### src/verilog/acd_pkg.sv
// shared constants and types of the converter correction and dma block
package acd_pkg;
    // register byte offsets
    localparam logic [7:0] CFG_OFF = 8'h00;
    localparam logic [7:0] OFFSET_OFF = 8'h04;
    localparam logic [7:0] GAIN_OFF = 8'h08;
    localparam logic [7:0] DMACTL_OFF = 8'h0C;
    localparam logic [7:0] START_OFF = 8'h10;
    localparam logic [7:0] COUNT_OFF = 8'h14;
    localparam logic [7:0] CUR_OFF = 8'h18;
    localparam logic [7:0] FLAG_OFF = 8'h1C;
    localparam logic [7:0] ANA_OFF = 8'h20;
    localparam logic [7:0] PIN_OFF = 8'h24;
    // configuration fields
    localparam int CFG_EN_BIT = 0;
    localparam int CFG_SLOW_BIT = 2;
    localparam int CFG_NEG_LSB = 3;
    localparam int CFG_POS_LSB = 7;
    localparam int CFG_NBUF_BIT = 11;
    localparam int CFG_PBUF_BIT = 12;
    localparam int CFG_PER_LSB = 13;
    // dma control and flag fields
    localparam int DMA_LOAD_BIT = 0;
    localparam int DMA_WRAP_BIT = 1;
    localparam int DMA_RST_BIT = 4;
    localparam int FLG_SAT = 0;
    localparam int FLG_HALF = 1;
    localparam int FLG_FULL = 2;
    localparam int FLG_OVF = 3;
    // reset values and limits
    localparam logic [15:0] CFG_RST = 16'h0000;
    localparam logic [15:0] OFFSET_RST = 16'h0000;
    localparam logic [15:0] GAIN_RST = 16'h8000;
    localparam logic [15:0] SAT_MAX = 16'h7FFF;
    localparam logic [15:0] SAT_MIN = 16'h8000;
    // timing
    localparam int PCLK_PERIOD_NS = 40;
    localparam int PCLK_MHZ = 25;
    localparam int FAST_MHZ = 6;
    localparam int SLOW_MHZ = 1;
    localparam int STARTUP_NS = 21000;
    localparam int STARTUP_CYC =
        (STARTUP_NS + PCLK_PERIOD_NS - 1) / PCLK_PERIOD_NS;
    localparam int BASE_CLOCKS = 32;
    localparam int MIN_BITS = 5;

    typedef enum logic [1:0] {
        DMA_IDLE = 2'b00,
        DMA_RUN = 2'b01,
        DMA_FULL = 2'b10
    } acd_dma_state_type;

    typedef enum logic [1:0] {
        SMP_OFF = 2'b00,
        SMP_WARM = 2'b01,
        SMP_RUN = 2'b10
    } acd_smp_state_type;

    // one-hot source enable: 0..5 pins, 8..11 internal at bits 6..9
    function automatic logic [9:0] mux_decode(input logic [3:0] code);
        logic [9:0] hot;
        hot = 10'h000;
        if (code <= 4'h5) begin
            hot[code] = 1'b1;
        end else if (code >= 4'h8 && code <= 4'hB) begin
            hot[code - 4'h2] = 1'b1;
        end
        return hot;
    endfunction : mux_decode
endpackage : acd_pkg

### src/verilog/acd_correct.sv
// offset, gain, saturation and halving of one raw result
`timescale 1ns/1ps
module acd_correct (
    // clock and reset
    input wire logic pclk,
    input wire logic presetn,
    // raw result
    input wire logic in_valid,
    input wire logic [15:0] in_raw,
    input wire logic [15:0] offset,
    input wire logic [15:0] gain,
    // corrected result
    output logic out_valid,
    output logic [15:0] out_data,
    output logic out_sat
);
    logic signed [16:0] sum;
    logic signed [33:0] scaled;
    logic signed [15:0] clamped;
    logic sat;

    always_comb begin
        // wide sum so the offset never wraps before the gain stage
        sum = 17'($signed(in_raw)) + 17'($signed(offset));
        // gain is 1.15 unsigned: multiply, drop 15 fraction bits
        scaled = (34'(sum) * 34'($signed({1'b0, gain}))) >>> 15;
        sat = 1'b1;
        if (scaled > 34'($signed(acd_pkg::SAT_MAX))) begin
            clamped = $signed(acd_pkg::SAT_MAX);
        end else if (scaled < 34'($signed(acd_pkg::SAT_MIN))) begin
            clamped = $signed(acd_pkg::SAT_MIN);
        end else begin
            clamped = scaled[15:0];
            sat = 1'b0;
        end
    end

    always_ff @(posedge pclk or negedge presetn) begin
        if (!presetn) begin
            out_valid <= 1'b0;
            out_data <= 16'h0000;
            out_sat <= 1'b0;
        end else begin
            out_valid <= in_valid;
            out_data <= 16'(clamped >>> 1);
            out_sat <= in_valid & sat;
        end
    end
endmodule : acd_correct

### src/verilog/acd_sampler.sv
// sampling clock, start-up delay and sample period timing
`timescale 1ns/1ps
module acd_sampler (
    // clock and reset
    input wire logic pclk,
    input wire logic presetn,
    // control
    input wire logic enable,
    input wire logic slow_sel,
    input wire logic [2:0] period,
    input wire logic restart,
    // status
    output logic sample_done,
    output logic modulator_run
);
    acd_pkg::acd_smp_state_type state_q;
    logic [4:0] acc_q;
    logic [5:0] acc_sum;
    logic tick;
    logic [9:0] warm_q;
    logic [12:0] cnt_q;
    logic [12:0] last_cnt;
    logic discard_q;

    // fractional divider from pclk, so timing follows no cpu clock source
    always_comb begin
        acc_sum = {1'b0, acc_q} + (slow_sel ? 6'(acd_pkg::SLOW_MHZ)
                                            : 6'(acd_pkg::FAST_MHZ));
        tick = acc_sum >= 6'(acd_pkg::PCLK_MHZ);
        last_cnt = (13'(acd_pkg::BASE_CLOCKS) << period) - 13'h0001;
    end

    always_ff @(posedge pclk or negedge presetn) begin
        if (!presetn) begin
            acc_q <= 5'h00;
        end else begin
            acc_q <= tick ? 5'(acc_sum - 6'(acd_pkg::PCLK_MHZ)) : acc_sum[4:0];
        end
    end

    always_ff @(posedge pclk or negedge presetn) begin
        if (!presetn) begin
            state_q <= acd_pkg::SMP_OFF;
            warm_q <= 10'h000;
            cnt_q <= 13'h0000;
            discard_q <= 1'b1;
            sample_done <= 1'b0;
        end else begin
            sample_done <= 1'b0;
            case (state_q)
                acd_pkg::SMP_OFF: begin
                    warm_q <= 10'h000;
                    if (enable) begin
                        state_q <= acd_pkg::SMP_WARM;
                    end
                end
                acd_pkg::SMP_WARM: begin
                    warm_q <= warm_q + 10'h001;
                    cnt_q <= 13'h0000;
                    discard_q <= 1'b1;
                    if (!enable) begin
                        state_q <= acd_pkg::SMP_OFF;
                    end else if (warm_q == 10'(acd_pkg::STARTUP_CYC - 1)) begin
                        state_q <= acd_pkg::SMP_RUN;
                    end
                end
                acd_pkg::SMP_RUN: begin
                    if (!enable) begin
                        state_q <= acd_pkg::SMP_OFF;
                    end else if (restart) begin
                        cnt_q <= 13'h0000;
                        discard_q <= 1'b1;
                    end else if (tick) begin
                        if (cnt_q == last_cnt) begin
                            cnt_q <= 13'h0000;
                            discard_q <= 1'b0;
                            sample_done <= !discard_q;
                        end else begin
                            cnt_q <= cnt_q + 13'h0001;
                        end
                    end
                end
                default: state_q <= acd_pkg::SMP_OFF;
            endcase
        end
    end

    assign modulator_run = state_q == acd_pkg::SMP_RUN;
endmodule : acd_sampler

### src/verilog/acd_top.sv
// register file, result path and dma channel of the converter back-end
//
// Added by the designer: register access over APB and the register offsets.
`timescale 1ns/1ps
// Overview of operation
// - raw 16-bit result gets the signed offset added first
// - gain product clamps to 0x7FFF or 0x8000 and raises saturation flag
// - corrected value is halved to give the delivered sample
// - gain is unsigned with one integer and fifteen fraction bits
// - reset leaves offset zero and gain 0x8000, unity gain
// - dma writes corrected samples, never raw ones
// - software resets then loads the dma; load starts at buffer start
// - wrap select 0 means linear, 1 means circular
// - linear mode stops after the count and sets full flag
// - sample arriving while linear buffer is full sets overflow
// - wrap mode returns to start and keeps writing
// - half flag after lower half, full flag after upper half
// - current dma write address is readable
// - select codes 0-5 pins, 8-11 internal, rest unconnected
// - each input has its own quarter-gain buffer enable
// - clear select gives 6 MHz sampling, set gives 1 MHz
// - period k gives 32 times two to the k clocks
// - sample is 16 bits with significant bits left-aligned
// - significant bits are five plus the period code
// - sample timing does not depend on cpu clock source
// - analog-mode pin loses digital use and reads as one
// - enable from off waits 21 us before converting
// - first conversion after enable or change is discarded
// - writing one clears a flag, zero leaves it
module acd_top #(
    parameter int AW = 16,
    parameter int NPIN = 6
) (
    // clock and reset
    input wire logic pclk,
    input wire logic presetn,
    // apb slave
    input wire logic psel,
    input wire logic penable,
    input wire logic pwrite,
    input wire logic [7:0] paddr,
    input wire logic [31:0] pwdata,
    output logic [31:0] prdata,
    output logic pready,
    output logic pslverr,
    // modulator and clock controller
    input wire logic [15:0] raw_data,
    input wire logic clk_source_switch,
    output logic modulator_run,
    // analog front-end controls
    output logic [9:0] pos_source_en,
    output logic [9:0] neg_source_en,
    output logic positive_buffer_enable,
    output logic negative_buffer_enable,
    output logic slow_sample_clock_select,
    // ram write port
    output logic ram_wr_en,
    output logic [AW-1:0] ram_addr,
    output logic [15:0] ram_wdata,
    // general-purpose pins
    input wire logic [NPIN-1:0] gpio_pin_in,
    output logic [NPIN-1:0] gpio_digital_en
);
    localparam logic [AW-1:0] ONE = AW'(1);
    localparam logic [AW-1:0] TWO = AW'(2);

    logic [15:0] cfg_q, offset_q, gain_q;
    logic wrap_q;
    logic [AW-1:0] start_q, count_q, cur_q, done_q;
    logic [3:0] flags_q, flag_set;
    logic [NPIN-1:0] ana_q, sync1_q, sync2_q, sync3_q, pin_q;
    acd_pkg::acd_dma_state_type dma_q;
    logic wr_acc, rd_setup, mapped;
    logic [31:0] rd_val;
    logic dma_load, dma_rst;
    logic smp_done, corr_valid, corr_sat;
    logic [15:0] corr_data, raw_masked;
    logic [AW-1:0] done_next;
    logic at_half, at_end;

    ////////////////////////////////////////////////////////////////////////
    // apb decode: zero wait states, read data captured in setup
    always_comb begin
        wr_acc = psel & penable & pwrite;
        rd_setup = psel & ~penable & ~pwrite;
        mapped = 1'b1;
        rd_val = 32'h0000_0000;
        case (paddr)
            acd_pkg::CFG_OFF: rd_val = 32'(cfg_q);
            acd_pkg::OFFSET_OFF: rd_val = 32'(offset_q);
            acd_pkg::GAIN_OFF: rd_val = 32'(gain_q);
            acd_pkg::DMACTL_OFF: rd_val = 32'({dma_q, wrap_q, 1'b0});
            acd_pkg::START_OFF: rd_val = 32'(start_q);
            acd_pkg::COUNT_OFF: rd_val = 32'(count_q);
            acd_pkg::CUR_OFF: rd_val = 32'(cur_q);
            acd_pkg::FLAG_OFF: rd_val = 32'(flags_q);
            acd_pkg::ANA_OFF: rd_val = 32'(ana_q);
            acd_pkg::PIN_OFF: rd_val = 32'(pin_q | ana_q);
            default: mapped = 1'b0;
        endcase
    end

    assign pready = 1'b1;
    assign pslverr = psel & penable & ~mapped;

    always_ff @(posedge pclk or negedge presetn) begin
        if (!presetn) begin
            prdata <= 32'h0000_0000;
        end else if (rd_setup) begin
            prdata <= rd_val;
        end
    end

    ////////////////////////////////////////////////////////////////////////
    // configuration registers
    always_ff @(posedge pclk or negedge presetn) begin
        if (!presetn) begin
            cfg_q <= acd_pkg::CFG_RST;
            offset_q <= acd_pkg::OFFSET_RST;
            gain_q <= acd_pkg::GAIN_RST;
            wrap_q <= 1'b0;
            start_q <= '0;
            count_q <= '0;
            ana_q <= '0;
        end else if (wr_acc) begin
            case (paddr)
                acd_pkg::CFG_OFF: cfg_q <= pwdata[15:0];
                acd_pkg::OFFSET_OFF: offset_q <= pwdata[15:0];
                acd_pkg::GAIN_OFF: gain_q <= pwdata[15:0];
                acd_pkg::DMACTL_OFF: wrap_q <= pwdata[acd_pkg::DMA_WRAP_BIT];
                acd_pkg::START_OFF: start_q <= pwdata[AW-1:0];
                acd_pkg::COUNT_OFF: count_q <= pwdata[AW-1:0];
                acd_pkg::ANA_OFF: ana_q <= pwdata[NPIN-1:0];
                default: ;
            endcase
        end
    end

    // analog controls come from flip-flops so the front-end sees no glitch
    always_ff @(posedge pclk or negedge presetn) begin
        if (!presetn) begin
            pos_source_en <= 10'h000;
            neg_source_en <= 10'h000;
            positive_buffer_enable <= 1'b0;
            negative_buffer_enable <= 1'b0;
            slow_sample_clock_select <= 1'b0;
        end else begin
            pos_source_en <= acd_pkg::mux_decode(
                cfg_q[acd_pkg::CFG_POS_LSB +: 4]);
            neg_source_en <= acd_pkg::mux_decode(
                cfg_q[acd_pkg::CFG_NEG_LSB +: 4]);
            positive_buffer_enable <= cfg_q[acd_pkg::CFG_PBUF_BIT];
            negative_buffer_enable <= cfg_q[acd_pkg::CFG_NBUF_BIT];
            slow_sample_clock_select <= cfg_q[acd_pkg::CFG_SLOW_BIT];
        end
    end

    ////////////////////////////////////////////////////////////////////////
    // pins: three stages, a change counts once stages two and three agree
    always_ff @(posedge pclk or negedge presetn) begin
        if (!presetn) begin
            sync1_q <= '0;
            sync2_q <= '0;
            sync3_q <= '0;
            pin_q <= '0;
        end else begin
            sync1_q <= gpio_pin_in;
            sync2_q <= sync1_q;
            sync3_q <= sync2_q;
            for (int i = 0; i < NPIN; i++) begin
                if (sync2_q[i] == sync3_q[i]) begin
                    pin_q[i] <= sync3_q[i];
                end
            end
        end
    end

    assign gpio_digital_en = ~ana_q;

    ////////////////////////////////////////////////////////////////////////
    // sampling and correction
    acd_sampler u_sampler (
        .pclk(pclk),
        .presetn(presetn),
        .enable(cfg_q[acd_pkg::CFG_EN_BIT]),
        .slow_sel(cfg_q[acd_pkg::CFG_SLOW_BIT]),
        .period(cfg_q[acd_pkg::CFG_PER_LSB +: 3]),
        .restart((wr_acc && paddr == acd_pkg::CFG_OFF)
                 | clk_source_switch),
        .sample_done(smp_done),
        .modulator_run(modulator_run)
    );

    // keep only 5+k top bits; lower bits are noise at short periods
    assign raw_masked = raw_data & (16'hFFFF << (4'd11 -
        4'(cfg_q[acd_pkg::CFG_PER_LSB +: 3])));

    acd_correct u_correct (
        .pclk(pclk),
        .presetn(presetn),
        .in_valid(smp_done),
        .in_raw(raw_masked),
        .offset(offset_q),
        .gain(gain_q),
        .out_valid(corr_valid),
        .out_data(corr_data),
        .out_sat(corr_sat)
    );

    ////////////////////////////////////////////////////////////////////////
    // dma channel
    always_comb begin
        dma_load = wr_acc && paddr == acd_pkg::DMACTL_OFF
                   && pwdata[acd_pkg::DMA_LOAD_BIT];
        dma_rst = wr_acc && paddr == acd_pkg::DMACTL_OFF
                  && pwdata[acd_pkg::DMA_RST_BIT];
        done_next = done_q + ONE;
        at_half = (count_q >> 1) != '0 && done_next == (count_q >> 1);
        at_end = done_next == count_q;
    end

    // reset beats load when both are written together
    always_ff @(posedge pclk or negedge presetn) begin
        if (!presetn) begin
            dma_q <= acd_pkg::DMA_IDLE;
            cur_q <= '0;
            done_q <= '0;
        end else if (dma_rst) begin
            dma_q <= acd_pkg::DMA_IDLE;
            done_q <= '0;
        end else if (dma_load) begin
            dma_q <= acd_pkg::DMA_RUN;
            cur_q <= start_q;
            done_q <= '0;
        end else if (corr_valid && dma_q == acd_pkg::DMA_RUN) begin
            if (at_end && wrap_q) begin
                cur_q <= start_q;
                done_q <= '0;
            end else if (at_end) begin
                dma_q <= acd_pkg::DMA_FULL;
                cur_q <= cur_q + TWO;
                done_q <= done_next;
            end else begin
                cur_q <= cur_q + TWO;
                done_q <= done_next;
            end
        end
    end

    always_ff @(posedge pclk or negedge presetn) begin
        if (!presetn) begin
            ram_wr_en <= 1'b0;
            ram_addr <= '0;
            ram_wdata <= 16'h0000;
        end else begin
            ram_wr_en <= corr_valid && dma_q == acd_pkg::DMA_RUN && !dma_rst;
            ram_addr <= {cur_q[AW-1:1], 1'b0};
            ram_wdata <= corr_data;
        end
    end

    ////////////////////////////////////////////////////////////////////////
    // flags: a set in the same cycle as a clear wins
    always_comb begin
        flag_set = 4'h0;
        flag_set[acd_pkg::FLG_SAT] = corr_sat;
        flag_set[acd_pkg::FLG_HALF] = corr_valid
            && dma_q == acd_pkg::DMA_RUN && at_half;
        flag_set[acd_pkg::FLG_FULL] = corr_valid
            && dma_q == acd_pkg::DMA_RUN && at_end;
        flag_set[acd_pkg::FLG_OVF] = corr_valid
            && dma_q == acd_pkg::DMA_FULL;
    end

    always_ff @(posedge pclk or negedge presetn) begin
        if (!presetn) begin
            flags_q <= 4'h0;
        end else if (wr_acc && paddr == acd_pkg::FLAG_OFF) begin
            flags_q <= (flags_q & ~pwdata[3:0]) | flag_set;
        end else begin
            flags_q <= flags_q | flag_set;
        end
    end
endmodule : acd_top

### config.mk
export PLATFORM = sky130hd
export DESIGN_NAME = acd_top
export DESIGN_NICKNAME = d
export VERILOG_FILES = /design/src/verilog/acd_pkg.sv /design/src/verilog/acd_correct.sv /design/src/verilog/acd_sampler.sv /design/src/verilog/acd_top.sv
export SDC_FILE = /design/constraint.sdc
export NUM_CORES = 1
export LEC_CHECK = 0
export BUFFER_PORTS_ARGS = -buffer_cell sky130_fd_sc_hd__buf_2
export CAP_MARGIN = 20
export CORE_UTILIZATION = 35
export CTS_BUF_LIST = sky130_fd_sc_hd__clkbuf_8
export CTS_CLUSTER_DIAMETER = 100
export CTS_CLUSTER_SIZE = 14
export DETAILED_ROUTE_END_ITERATION = 10
export PLACE_DENSITY_LB_ADDON = 0.1
export SLEW_MARGIN = 20
export SYNTH_ARGS = -nofsm -noshare
export SYNTH_HDL_FRONTEND = slang
export SYNTH_SLANG_ARGS = --single-unit
### constraint.sdc
create_clock -name pclk -period 8.86 [get_ports pclk]
set_input_delay 0.886 -clock pclk [delete_from_list [all_inputs] [get_ports pclk]]
set_output_delay 0.886 -clock pclk [all_outputs]
set_load 0.01 [all_outputs]
* Word level (Yosys, flattened, before mapping)
Cells that the tools add are included.
** Operators by class
- Add/sub/neg operators :: 11
- Reduce and logical (&&, ||, !) cells :: 41
- Shift operators :: 2
- Bitwise operators :: 18
- Mux-type cells :: 54
- Multiply operators :: 1
- Eq/ne operators :: 30
- Order comparisons :: 17
** Operators by type and width (number)
- case mux 16 bit (10 select lines) :: 1
- two-way mux 16 bit :: 9
- two-way mux 13 bit :: 4
- two-way mux 10 bit :: 4
- multiplier 17 x 17 -> 34 bit :: 1
- == test 8 x 5 -> 1 bit (second input constant) :: 4
- case mux 13 bit (2 select lines) :: 1
- less-than comparator 4 x 5 -> 1 bit (second input constant) :: 4
- case mux 10 bit (2 select lines) :: 1
- > comparator 19 x 16 -> 1 bit (second input constant) :: 1
- less-than comparator 19 x 16 -> 1 bit (second input constant) :: 1
- logical AND 1 bit :: 18
- two-way mux 2 bit :: 9
- adder 16 x 16 -> 17 bit :: 1
- adder 16 x 1 -> 16 bit (second input constant) :: 1
- adder 16 x 2 -> 16 bit (second input constant) :: 1
- bitwise AND 16 bit :: 1
- demux 1 bit (select 4 bit) :: 4
- == test 16 x 15 -> 1 bit :: 1
- == test 16 bit :: 1
- == test 8 x 4 -> 1 bit (second input constant) :: 2
- == test 8 x 6 -> 1 bit (second input constant) :: 2
- >= comparator 4 x 1 -> 1 bit (second input constant) :: 4
- two-way mux 1 bit :: 16
- 47 further kinds :: 82
** Storage, ports and cells
- Logic and storage cells :: 212
- Output and inout bits :: 97
- Bits in registers :: 284
- Input port bits :: 68

* Depth between registers and ports, before layout
Gate-level depths: netlist of run 1.
- Depth in word-level cells :: 9
- Gate-level depth with buffers :: 39
- Gate-level depth less buffers :: 33

* Modules after synthesis
A second synthesis of run 1 with hierarchy kept.
** Unflattened totals
- Cell total of the unflattened synthesis :: 2438
- Area, all modules :: 24073.1 um^2
** By module, submodules not included
- acd_correct :: instances 1, cells an instance 1308, area an instance 11695.0 um^2
- acd_top :: instances 1, cells an instance 896, area an instance 10256.1 um^2
- acd_sampler :: instances 1, cells an instance 234, area an instance 2122.0 um^2

* Worst setup path before layout of run 1
Ideal clock, no wire load.
- Kind :: input port to flip-flop
- Start point :: in raw_data[5]
- End point :: reg u_correct.out_data[2]
- Data arrival time :: 9.174 ns
- Stages on the path :: 34
- Required time :: 8.783 ns
- Setup slack :: -0.390 ns
- Cells stage by stage :: and3_1 ha_1 inv_1 o21bai_1 a211oi_1 o21ai_0 a311oi_1 o21ai_0 nand2_1 clkbuf_1 nand2_1 fa_1 inv_1 fa_1 clkbuf_1 xnor2_1 xnor2_1 fa_1 fa_1 inv_1 fa_1 inv_1 ha_1 a21o_1 a21o_1 a21oi_2 nand2_1 or3_1 buf_6 and3_4 or3_4 o32a_4 buf_6 o21ai_1
** Between the ends
- Longest elaborated chain between the ends :: 6
** RTL lines
- from (decl) :: RTL line acd_top.sv:47 : input wire logic [15:0] raw_data,
- bitwise AND 16 bit (*) :: RTL line acd_top.sv:195 : assign raw_masked = raw_data & (16'hFFFF << (4'd11 -
- adder 16 x 16 -> 17 bit (*) :: RTL line acd_correct.sv:24 : sum = 17'($signed(in_raw)) + 17'($signed(offset));
- multiplier 17 x 17 -> 34 bit (*) :: RTL line acd_correct.sv:26 : scaled = (34'(sum) * 34'($signed({1'b0, gain}))) >>> 15;
- less-than comparator 19 x 16 -> 1 bit :: RTL line acd_correct.sv:30 : end else if (scaled < 34'($signed(acd_pkg::SAT_MIN))) begin
- two-way mux 16 bit :: RTL line acd_correct.sv:30
- two-way mux 16 bit (*) :: RTL line acd_correct.sv:28 : if (scaled > 34'($signed(acd_pkg::SAT_MAX))) begin
- net u_correct.clamped[3] :: RTL line acd_correct.sv:19 : logic signed [15:0] clamped;
- to (signal assigned) :: RTL line acd_correct.sv:45 : out_data <= 16'(clamped >>> 1);
- to (decl) :: RTL line acd_correct.sv:14 : output logic [15:0] out_data,
Mark *: on every way through the listed nets, which the timed path passes. The rest lies on a longest branch.
A chain may end at the register's enable or synchronous reset.

* Final worst setup path of run 1
- Start point :: reg cfg_q[15]
- End point :: reg u_correct.out_sat
** Between the ends
- Longest elaborated chain between the ends :: 9
** RTL lines
- from (decl) :: RTL line acd_top.sv:67 : logic [15:0] cfg_q, offset_q, gain_q;
- from (signal assigned) :: RTL line acd_top.sv:118 : cfg_q <= acd_pkg::CFG_RST;
- from (signal assigned) :: RTL line acd_top.sv:127 : acd_pkg::CFG_OFF: cfg_q <= pwdata[15:0];
- subtractor 4 x 3 -> 4 bit (*) :: RTL line acd_top.sv:195
- left shift 16 x 4 -> 16 bit (*) :: RTL line acd_top.sv:195
- bitwise AND 16 bit (*) :: RTL line acd_top.sv:195
- adder 16 x 16 -> 17 bit (*) :: RTL line acd_correct.sv:24
- multiplier 17 x 17 -> 34 bit (*) :: RTL line acd_correct.sv:26
- less-than comparator 19 x 16 -> 1 bit :: RTL line acd_correct.sv:30
- two-way mux 1 bit :: RTL line acd_correct.sv:30
- two-way mux 1 bit (*) :: RTL line acd_correct.sv:28
- bitwise AND 1 bit (*) :: RTL line acd_correct.sv:46 : out_sat <= in_valid & sat;
- to (signal assigned) :: RTL line acd_correct.sv:46
- to (decl) :: RTL line acd_correct.sv:15 : output logic out_sat
Every way passes the cells marked *; elsewhere a longest branch is shown, timed or not.

==> results of run 1 <==
-- routing by layer --
layer / global-route usage / routed length, um / part of all wire / vias up
li1: - / - / - / 8116
met1: 0.272 / 30300 / 0.47 / 9014
met2: 0.313 / 30700 / 0.47 / 320
met3: 0.0204 / 2760 / 0.043 / 51
met4: 0.0369 / 998 / 0.015 / 2
met5: 0 / 13 / 0.00020 / -
-- where the power goes --
group	internal [W]	switching [W]	leakage (nW)
combinational	0.000247	0.000354	9.68
sequential	0.00133	0.0000600	3.47
clock	0.000270	0.000465	0.283
-- logic make-up (layout without fill, tap and decap cells) --
family | count (synthesis) | count (layout) | share of synthesized area
AO/OA/AOI/OAI | 315 | 316 | 0.0901
multiplexers | 116 | 116 | 0.0543
AND/OR/NAND/NOR | 672 | 672 | 0.144
flip-flops | 268 | 268 | 0.283
XOR/XNOR | 112 | 112 | 0.0444
buffers and inverters | 518 | 720 | 0.0874
other | 2 | 24 | 0.000317
adder cells (fa/ha/maj) | 399 | 399 | 0.296
-- state kept, by name, indices dropped and copies added (netlist names), 16 cells and up --
| name | cells |
|---|---|
| gain_q | 16 |
| start_q | 16 |
| offset_q | 16 |
| cfg_q | 16 |
| prdata | 16 |
| cur_q | 16 |
| count_q | 16 |
| done_q | 16 |
-- Yosys cell counts, drive strengths merged, types with 5 or more instances --
library cell,n
inv,388
fa,272
dfrtp,266
nand2,237
and2,136
ha,117
mux2,100
clkbuf,95
nor2,88
a21oi,75
o21ai,69
xnor2,67
nand3,49
xor2,40
buf,35
nor3,32
and3,24
a31oi,23
a22oi,22
nand2b,22
a22o,19
a221oi,18
a21o,16
mux2i,16
nor4,15
o31ai,14
nor2b,12
nand4,11
maj3,10
a211oi,9
and4,9
o21a,9
nor3b,8
nand3b,6
or3,6
xnor3,5
-- area by class of cell --
class,instances,area [sq um],share of cell area
tap,864,1080,0.0400
sequential,268,6710,0.248
inverter,388,1460,0.0539
antenna,2,5.00,0.000185
clock inverter,19,101,0.00375
clock buffer,25,344,0.0127
multi-input combinational,1637,15400,0.569
timing repair buffer,288,1960,0.0726
-- worst reg2reg max path, delay by kind of cell, from the launching register on --
kind	cells	cell delay, ns
muxes	1	0.18
buffers and inverters	8	0.83
and+or+nand+nor	6	1.86
DFF	1	0.47
AOI/OAI and AO/OA	8	1.59
adders and majority gates	8	3.60
-- path summary, 6_finish.rpt --
check	end	slack, ns	depth (start not counted)
min in group pclk	sync1_q[0]	0.33	1
setup / recovery	u_correct.out_sat	0.21	31
hold / removal	ram_wdata[0]	0.31	1
max in group asynchronous	prdata[15]	7.23	2
hold reg to reg	ram_wdata[6]	0.35	0
setup reg to reg	u_correct.out_sat	0.21	31
-- timing repair --
action                                  CTS  global route
resized for setup                         7            78
pin swaps                                 2            48
endpoints found under the setup margin   15            16
cloned                                    1             3
setup buffers                             0             9
-- per-stage QoR --
stage / setup WS, ns / util
6_report: 0.213 / 0.408
5_1_grt: -0.0465 / 0.408
3_3_place_gp: -0.598 / 0.393
4_1_cts: 0.0196 / 0.401
2_1_floorplan: 0.00984 / -
3_5_place_dp: -0.619 / 0.393
==> impl_results.md, run 1 <==
- Power Total: 0.00273 W
- Status: complete, no violations
- Actual transition at the worst max-transition pin: 1.03 ns
- Vias per std cell: 5.01
- DIE HEIGHT: 262 um
- Leading cell type in the layout, fill and taps excluded: sky130_fd_sc_hd__inv_1
- Die ar.: 0.0687 sq mm
- Clock slew seen by the registers of the worst setup and hold paths: 0.09 ns
- Fmax: 0.116 GHz
- Maximum cell stage delay along the critical path: 0.54 ns
- Crit-path most repeated cell: sky130_fd_sc_hd__fa_1
- Final TNS setup: 0 ns
- Critical path peak fanout: 6
- Final hold violation count: 0
- Area growth, synth to finish: 14.3%
- CP delay by family, top: adder cells
- Count of hold-fix buffers inserted at cts: 0
- Startpoint-to-endpoint class of the critical path: reg -> reg
- Max Buffers Root-to-Sink: 3
- RSZ-0062 raised after global routing: true
- Period utilisation layout: 0.976
- Element type at the critical path end: flip-flop
- Crit path arrival time: 9.16 ns
- Top flip-flop cell by instance count after synthesis: sky130_fd_sc_hd__dfrtp_1
- Site Rows: 94
- All-Layer GR Usage: 0.191
- Average wire length per cell after detail routing: 18.6 um
- Slowest stage cell on the critical path: sky130_fd_sc_hd__fa_1
- Clock tree from TritonCTS: yes
- Number of unique standard cell types used by synthesis: 85
- IO buf count: 126
- Gpl congestion: 0.846
- Beginning of the critical path: cfg_q[15]
- Half-perimeter wire length after detailed placement: 50.3 mm
- Cell area reported after detailed placement: 0.0261 sq mm
- Worst clock skew: 0.0597 ns
- First-pass GRT wire length: 101 mm
- Residual overflow from global routing: 0
- Worst Path Required: 9.38 ns
- Clock latency on the worst-skew pair: 0.65 ns
- Critical path startpoint category: flip-flop
- Share of synthesized registers carrying an async set or reset: 1.00
- Total iterations of the first detailed-routing run: 5
- Number of flops mapped to enable cells by yosys: 0
- Number of cells after detailed placement: 3433
- Count of pins on the block boundary: 165
- Final net count: 3064
- Peak VDD IR: 80.6 uV
- Largest net degree at the start of global routing: 114
- Register area share after synthesis: 0.283
- Vias: 17500
- Static leakage: 13.4 nW
- Clock sink total: 268
- Sum of routed wire length over all layers: 64.8 mm
- Die span in x: 262 um
- Power per cell area: 101 mW/mm^2
- Cell chosen for the clock root: sky130_fd_sc_hd__clkbuf_8
- Final design instance area without fill: 0.0270 sq mm
- Top post-synthesis cells by area: sky130_fd_sc_hd__dfrtp_1, sky130_fd_sc_hd__fa_1, sky130_fd_sc_hd__ha_1, sky130_fd_sc_hd__inv_1, sky130_fd_sc_hd__mux2_2
- Endpoints failing setup: 0
- Floorplan core area: 0.0663 sq mm
- Slew Viols, Final: 0
- Cell type contributing the most total cell area after synthesis: sky130_fd_sc_hd__dfrtp_1
- Synthesized area divided by synthesized cell count: 9.85 sq um
- Register bit count reported by yosys: 268
- Antenna-violating nets left: 0
- Iteration-0 DRC count of the detailed router: 1085
- Vias in the first global route: 18000
- Post-Synthesis Cells: 2402
- Max Cap Viol: 0
- Buf/Inv on CP: 8
- Final hold slack: 0.306 ns
- Final standard cell count with taps included and fillers excluded: 3491
- Fraction of post-synthesis cell area in the top cell type by area: 0.281
- # DRC: 0
- Number of warning messages in the yosys log: 0
- Worst Hold Class: in -> async
- Antenna violations before repair: 5
- CTS H-tree depth: 1
- Total CTS buffers: 24
- Share of post-route cells with drive strength above 1: 0.192
- Critical R2R Launch: cfg_q[15]
- Worst rel slew slack: 0.311
- Initial core utilization: 0.357
- Most used cells in the layout excluding fill and tap cells: sky130_fd_sc_hd__inv_1, sky130_fd_sc_hd__fa_1, sky130_fd_sc_hd__dfrtp_1
- Final Critical Period: 8.65 ns
- Filler cell count in the final layout: 6640
- Netlist area before placement: 0.0237 sq mm
Power figures use the tool's default switching activity.
==> run 2: changes to the inputs <==
==> constraint.sdc (replaced) <==
create_clock -name pclk -period 8.86 [get_ports pclk]
set_input_delay 1.772 -clock pclk [delete_from_list [all_inputs] [get_ports pclk]]
set_output_delay 1.772 -clock pclk [all_outputs]
set_load 0.01 [all_outputs]
==> run 2 against run 1 <==
Net effect:
- the run now ends with setup timing left
- cell count up 0.60%
- sequential share of layout area down 0.58 points
- worst setup slack worse by 0.50 ns
- worst hold slack better by 0.049 ns
- clock skew down 0.029 ns
- combinational power up 4.0%
- largest cell class unchanged
==> impl_results.md, run 2 (synthesized netlist as in run 1, its figures left out) <==
- Residual overflow from global routing: 0
- Worst Hold Class: reg -> reg
- Total CTS buffers: 25
- Area growth, synth to finish: 17.0%
- Crit path setup slack, layout: -0.283 ns
- Period utilisation layout: 1.03
- Sum of routed wire length over all layers: 64.4 mm
- Antenna-violating nets left: 0
- Cell chosen for the clock root: sky130_fd_sc_hd__clkbuf_8
- Gpl congestion: 0.866
- Final Critical Period: 9.14 ns
- Worst rel slew slack: 0.310
- Maximum cell stage delay along the critical path: 0.55 ns
- Failing checks: setup timing
- Slowest stage cell on the critical path: sky130_fd_sc_hd__or4b_4
- Die span in x: 262 um
- IO buf count: 126
- Power per cell area: 99.4 mW/mm^2
- Startpoint-to-endpoint class of the critical path: in -> reg
- First-pass GRT wire length: 102 mm
- # DRC: 0
- Crit path arrival time: 9.67 ns
- Antenna violations before repair: 7
- Worst setup slack after placement: -1.31 ns
- CTS H-tree depth: 1
- Total iterations of the first detailed-routing run: 5
- Leading cell type in the layout, fill and taps excluded: sky130_fd_sc_hd__inv_1
- Share of post-route cells with drive strength above 1: 0.226
- Worst clock skew: 0.0304 ns
- Final hold violation count: 0
- Max Buffers Root-to-Sink: 3
- RSZ-0062 raised after global routing: true
- Max Cap Viol: 0
- Initial core utilization: 0.357
- Peak VDD IR: 102 uV
- Status: finished, violations left
- All-Layer GR Usage: 0.191
- Static leakage: 13.5 nW
- Clock sink total: 268
- Floorplan core area: 0.0663 sq mm
- Vias in the first global route: 18200
- Crit-path most repeated cell: sky130_fd_sc_hd__fa_1
- Worst Path Required: 9.38 ns
- Vias per std cell: 5.00
- Count of pins on the block boundary: 165
- Largest net degree at the start of global routing: 173
- Fmax: 0.109 GHz
- Most used cells in the layout excluding fill and tap cells: sky130_fd_sc_hd__inv_1, sky130_fd_sc_hd__dfrtp_1, sky130_fd_sc_hd__fa_1
- Actual transition at the worst max-transition pin: 1.04 ns
- Clock tree from TritonCTS: yes
- Count of hold-fix buffers inserted at cts: 0
- Average wire length per cell after detail routing: 18.3 um
- Clock slew seen by the registers of the worst setup and hold paths: 0.09 ns
- Final net count: 3094
- Filler cell count in the final layout: 6560
- Die ar.: 0.0687 sq mm
- Endpoints failing setup: 15
- Critical path startpoint category: input pin
- DIE HEIGHT: 262 um
- Clock latency on the worst-skew pair: 0.62 ns
- Area of the multi-input gates: 0.0157 sq mm
- Register area: 0.00671 sq mm
- Slew Viols, Final: 0
- Vias: 17600
- Element type at the critical path end: flip-flop
- Half-perimeter wire length after detailed placement: 50.2 mm
- Power Total: 0.00275 W
- Site Rows: 94
- Critical path peak fanout: 7
- Iteration-0 DRC count of the detailed router: 892
-- run 2: worst paths after layout --
path	start	end	slack, ns	depth (start not counted)
worst max-delay path	raw_data[5]	u_correct.out_data[11]	-0.28	33
worst min-delay path	u_correct.out_data[0]	ram_wdata[0]	0.35	0
worst max register to register	cfg_q[15]	u_correct.out_data[11]	0.34	33
worst min register to register	u_correct.out_data[0]	ram_wdata[0]	0.35	0
max in group asynchronous	presetn	start_q[1]	6.20	2
min in group asynchronous	presetn	ram_wdata[0]	1.17	1
-- run 2: stage by stage --
step                cells  hold slack, ns  cell area (sq um)  setup TNS, ns  utilization
floorplan            2422           0.331              24000          -4.45            -
global placement     3454           0.336              26400         -17.86        0.398
detailed placement   3454           0.335              26400         -19.11        0.398
CTS                  3505           0.356              27500          -1.91        0.414
global route         3512           0.365              27700          -6.22        0.417
finish               3512           0.354              27700          -2.39        0.417
-- run 2: repair_timing --
action                                  CTS  global route
cloned                                    1             1
resized for setup                       110            37
setup buffers                            18             3
endpoints found under the setup margin   16            16
pin swaps                               124            39
-- run 2: area by class of cell --
class,count,area share
multi-input cells,1637,0.568
inverters,388,0.0527
flip-flops and latches,268,0.242
well taps,864,0.0391
repair buffers,317,0.0816
diodes,3,0.000271
clock inverters,9,0.00289
clock buffers,26,0.0129
-- run 2: where the power goes --
| part | switching [W] | internal, W | total [W] |
|---|---|---|---|
| registers | 0.0000582 | 0.00133 | 0.00139 |
| clock network | 0.000459 | 0.000278 | 0.000738 |
| logic | 0.000359 | 0.000266 | 0.000625 |
-- run 2: routing by layer --
layer | wire length, um | up-vias | share of wire | global-route usage
met3 | 2840 | 73 | 0.044 | 0.0262
li1 | - | 8170 | - | -
met4 | 1520 | 8 | 0.024 | 0.0454
met1 | 29600 | 8979 | 0.46 | 0.269
met5 | 50 | - | 0.00078 | 0
met2 | 30300 | 346 | 0.47 | 0.309
-- run 2: worst max-delay path, delay by kind of cell --
family          cells  cell delay, ns
compound gates     10            1.81
fa+ha+maj           8            3.64
buf+inv            10            0.97
simple gates        5            1.45
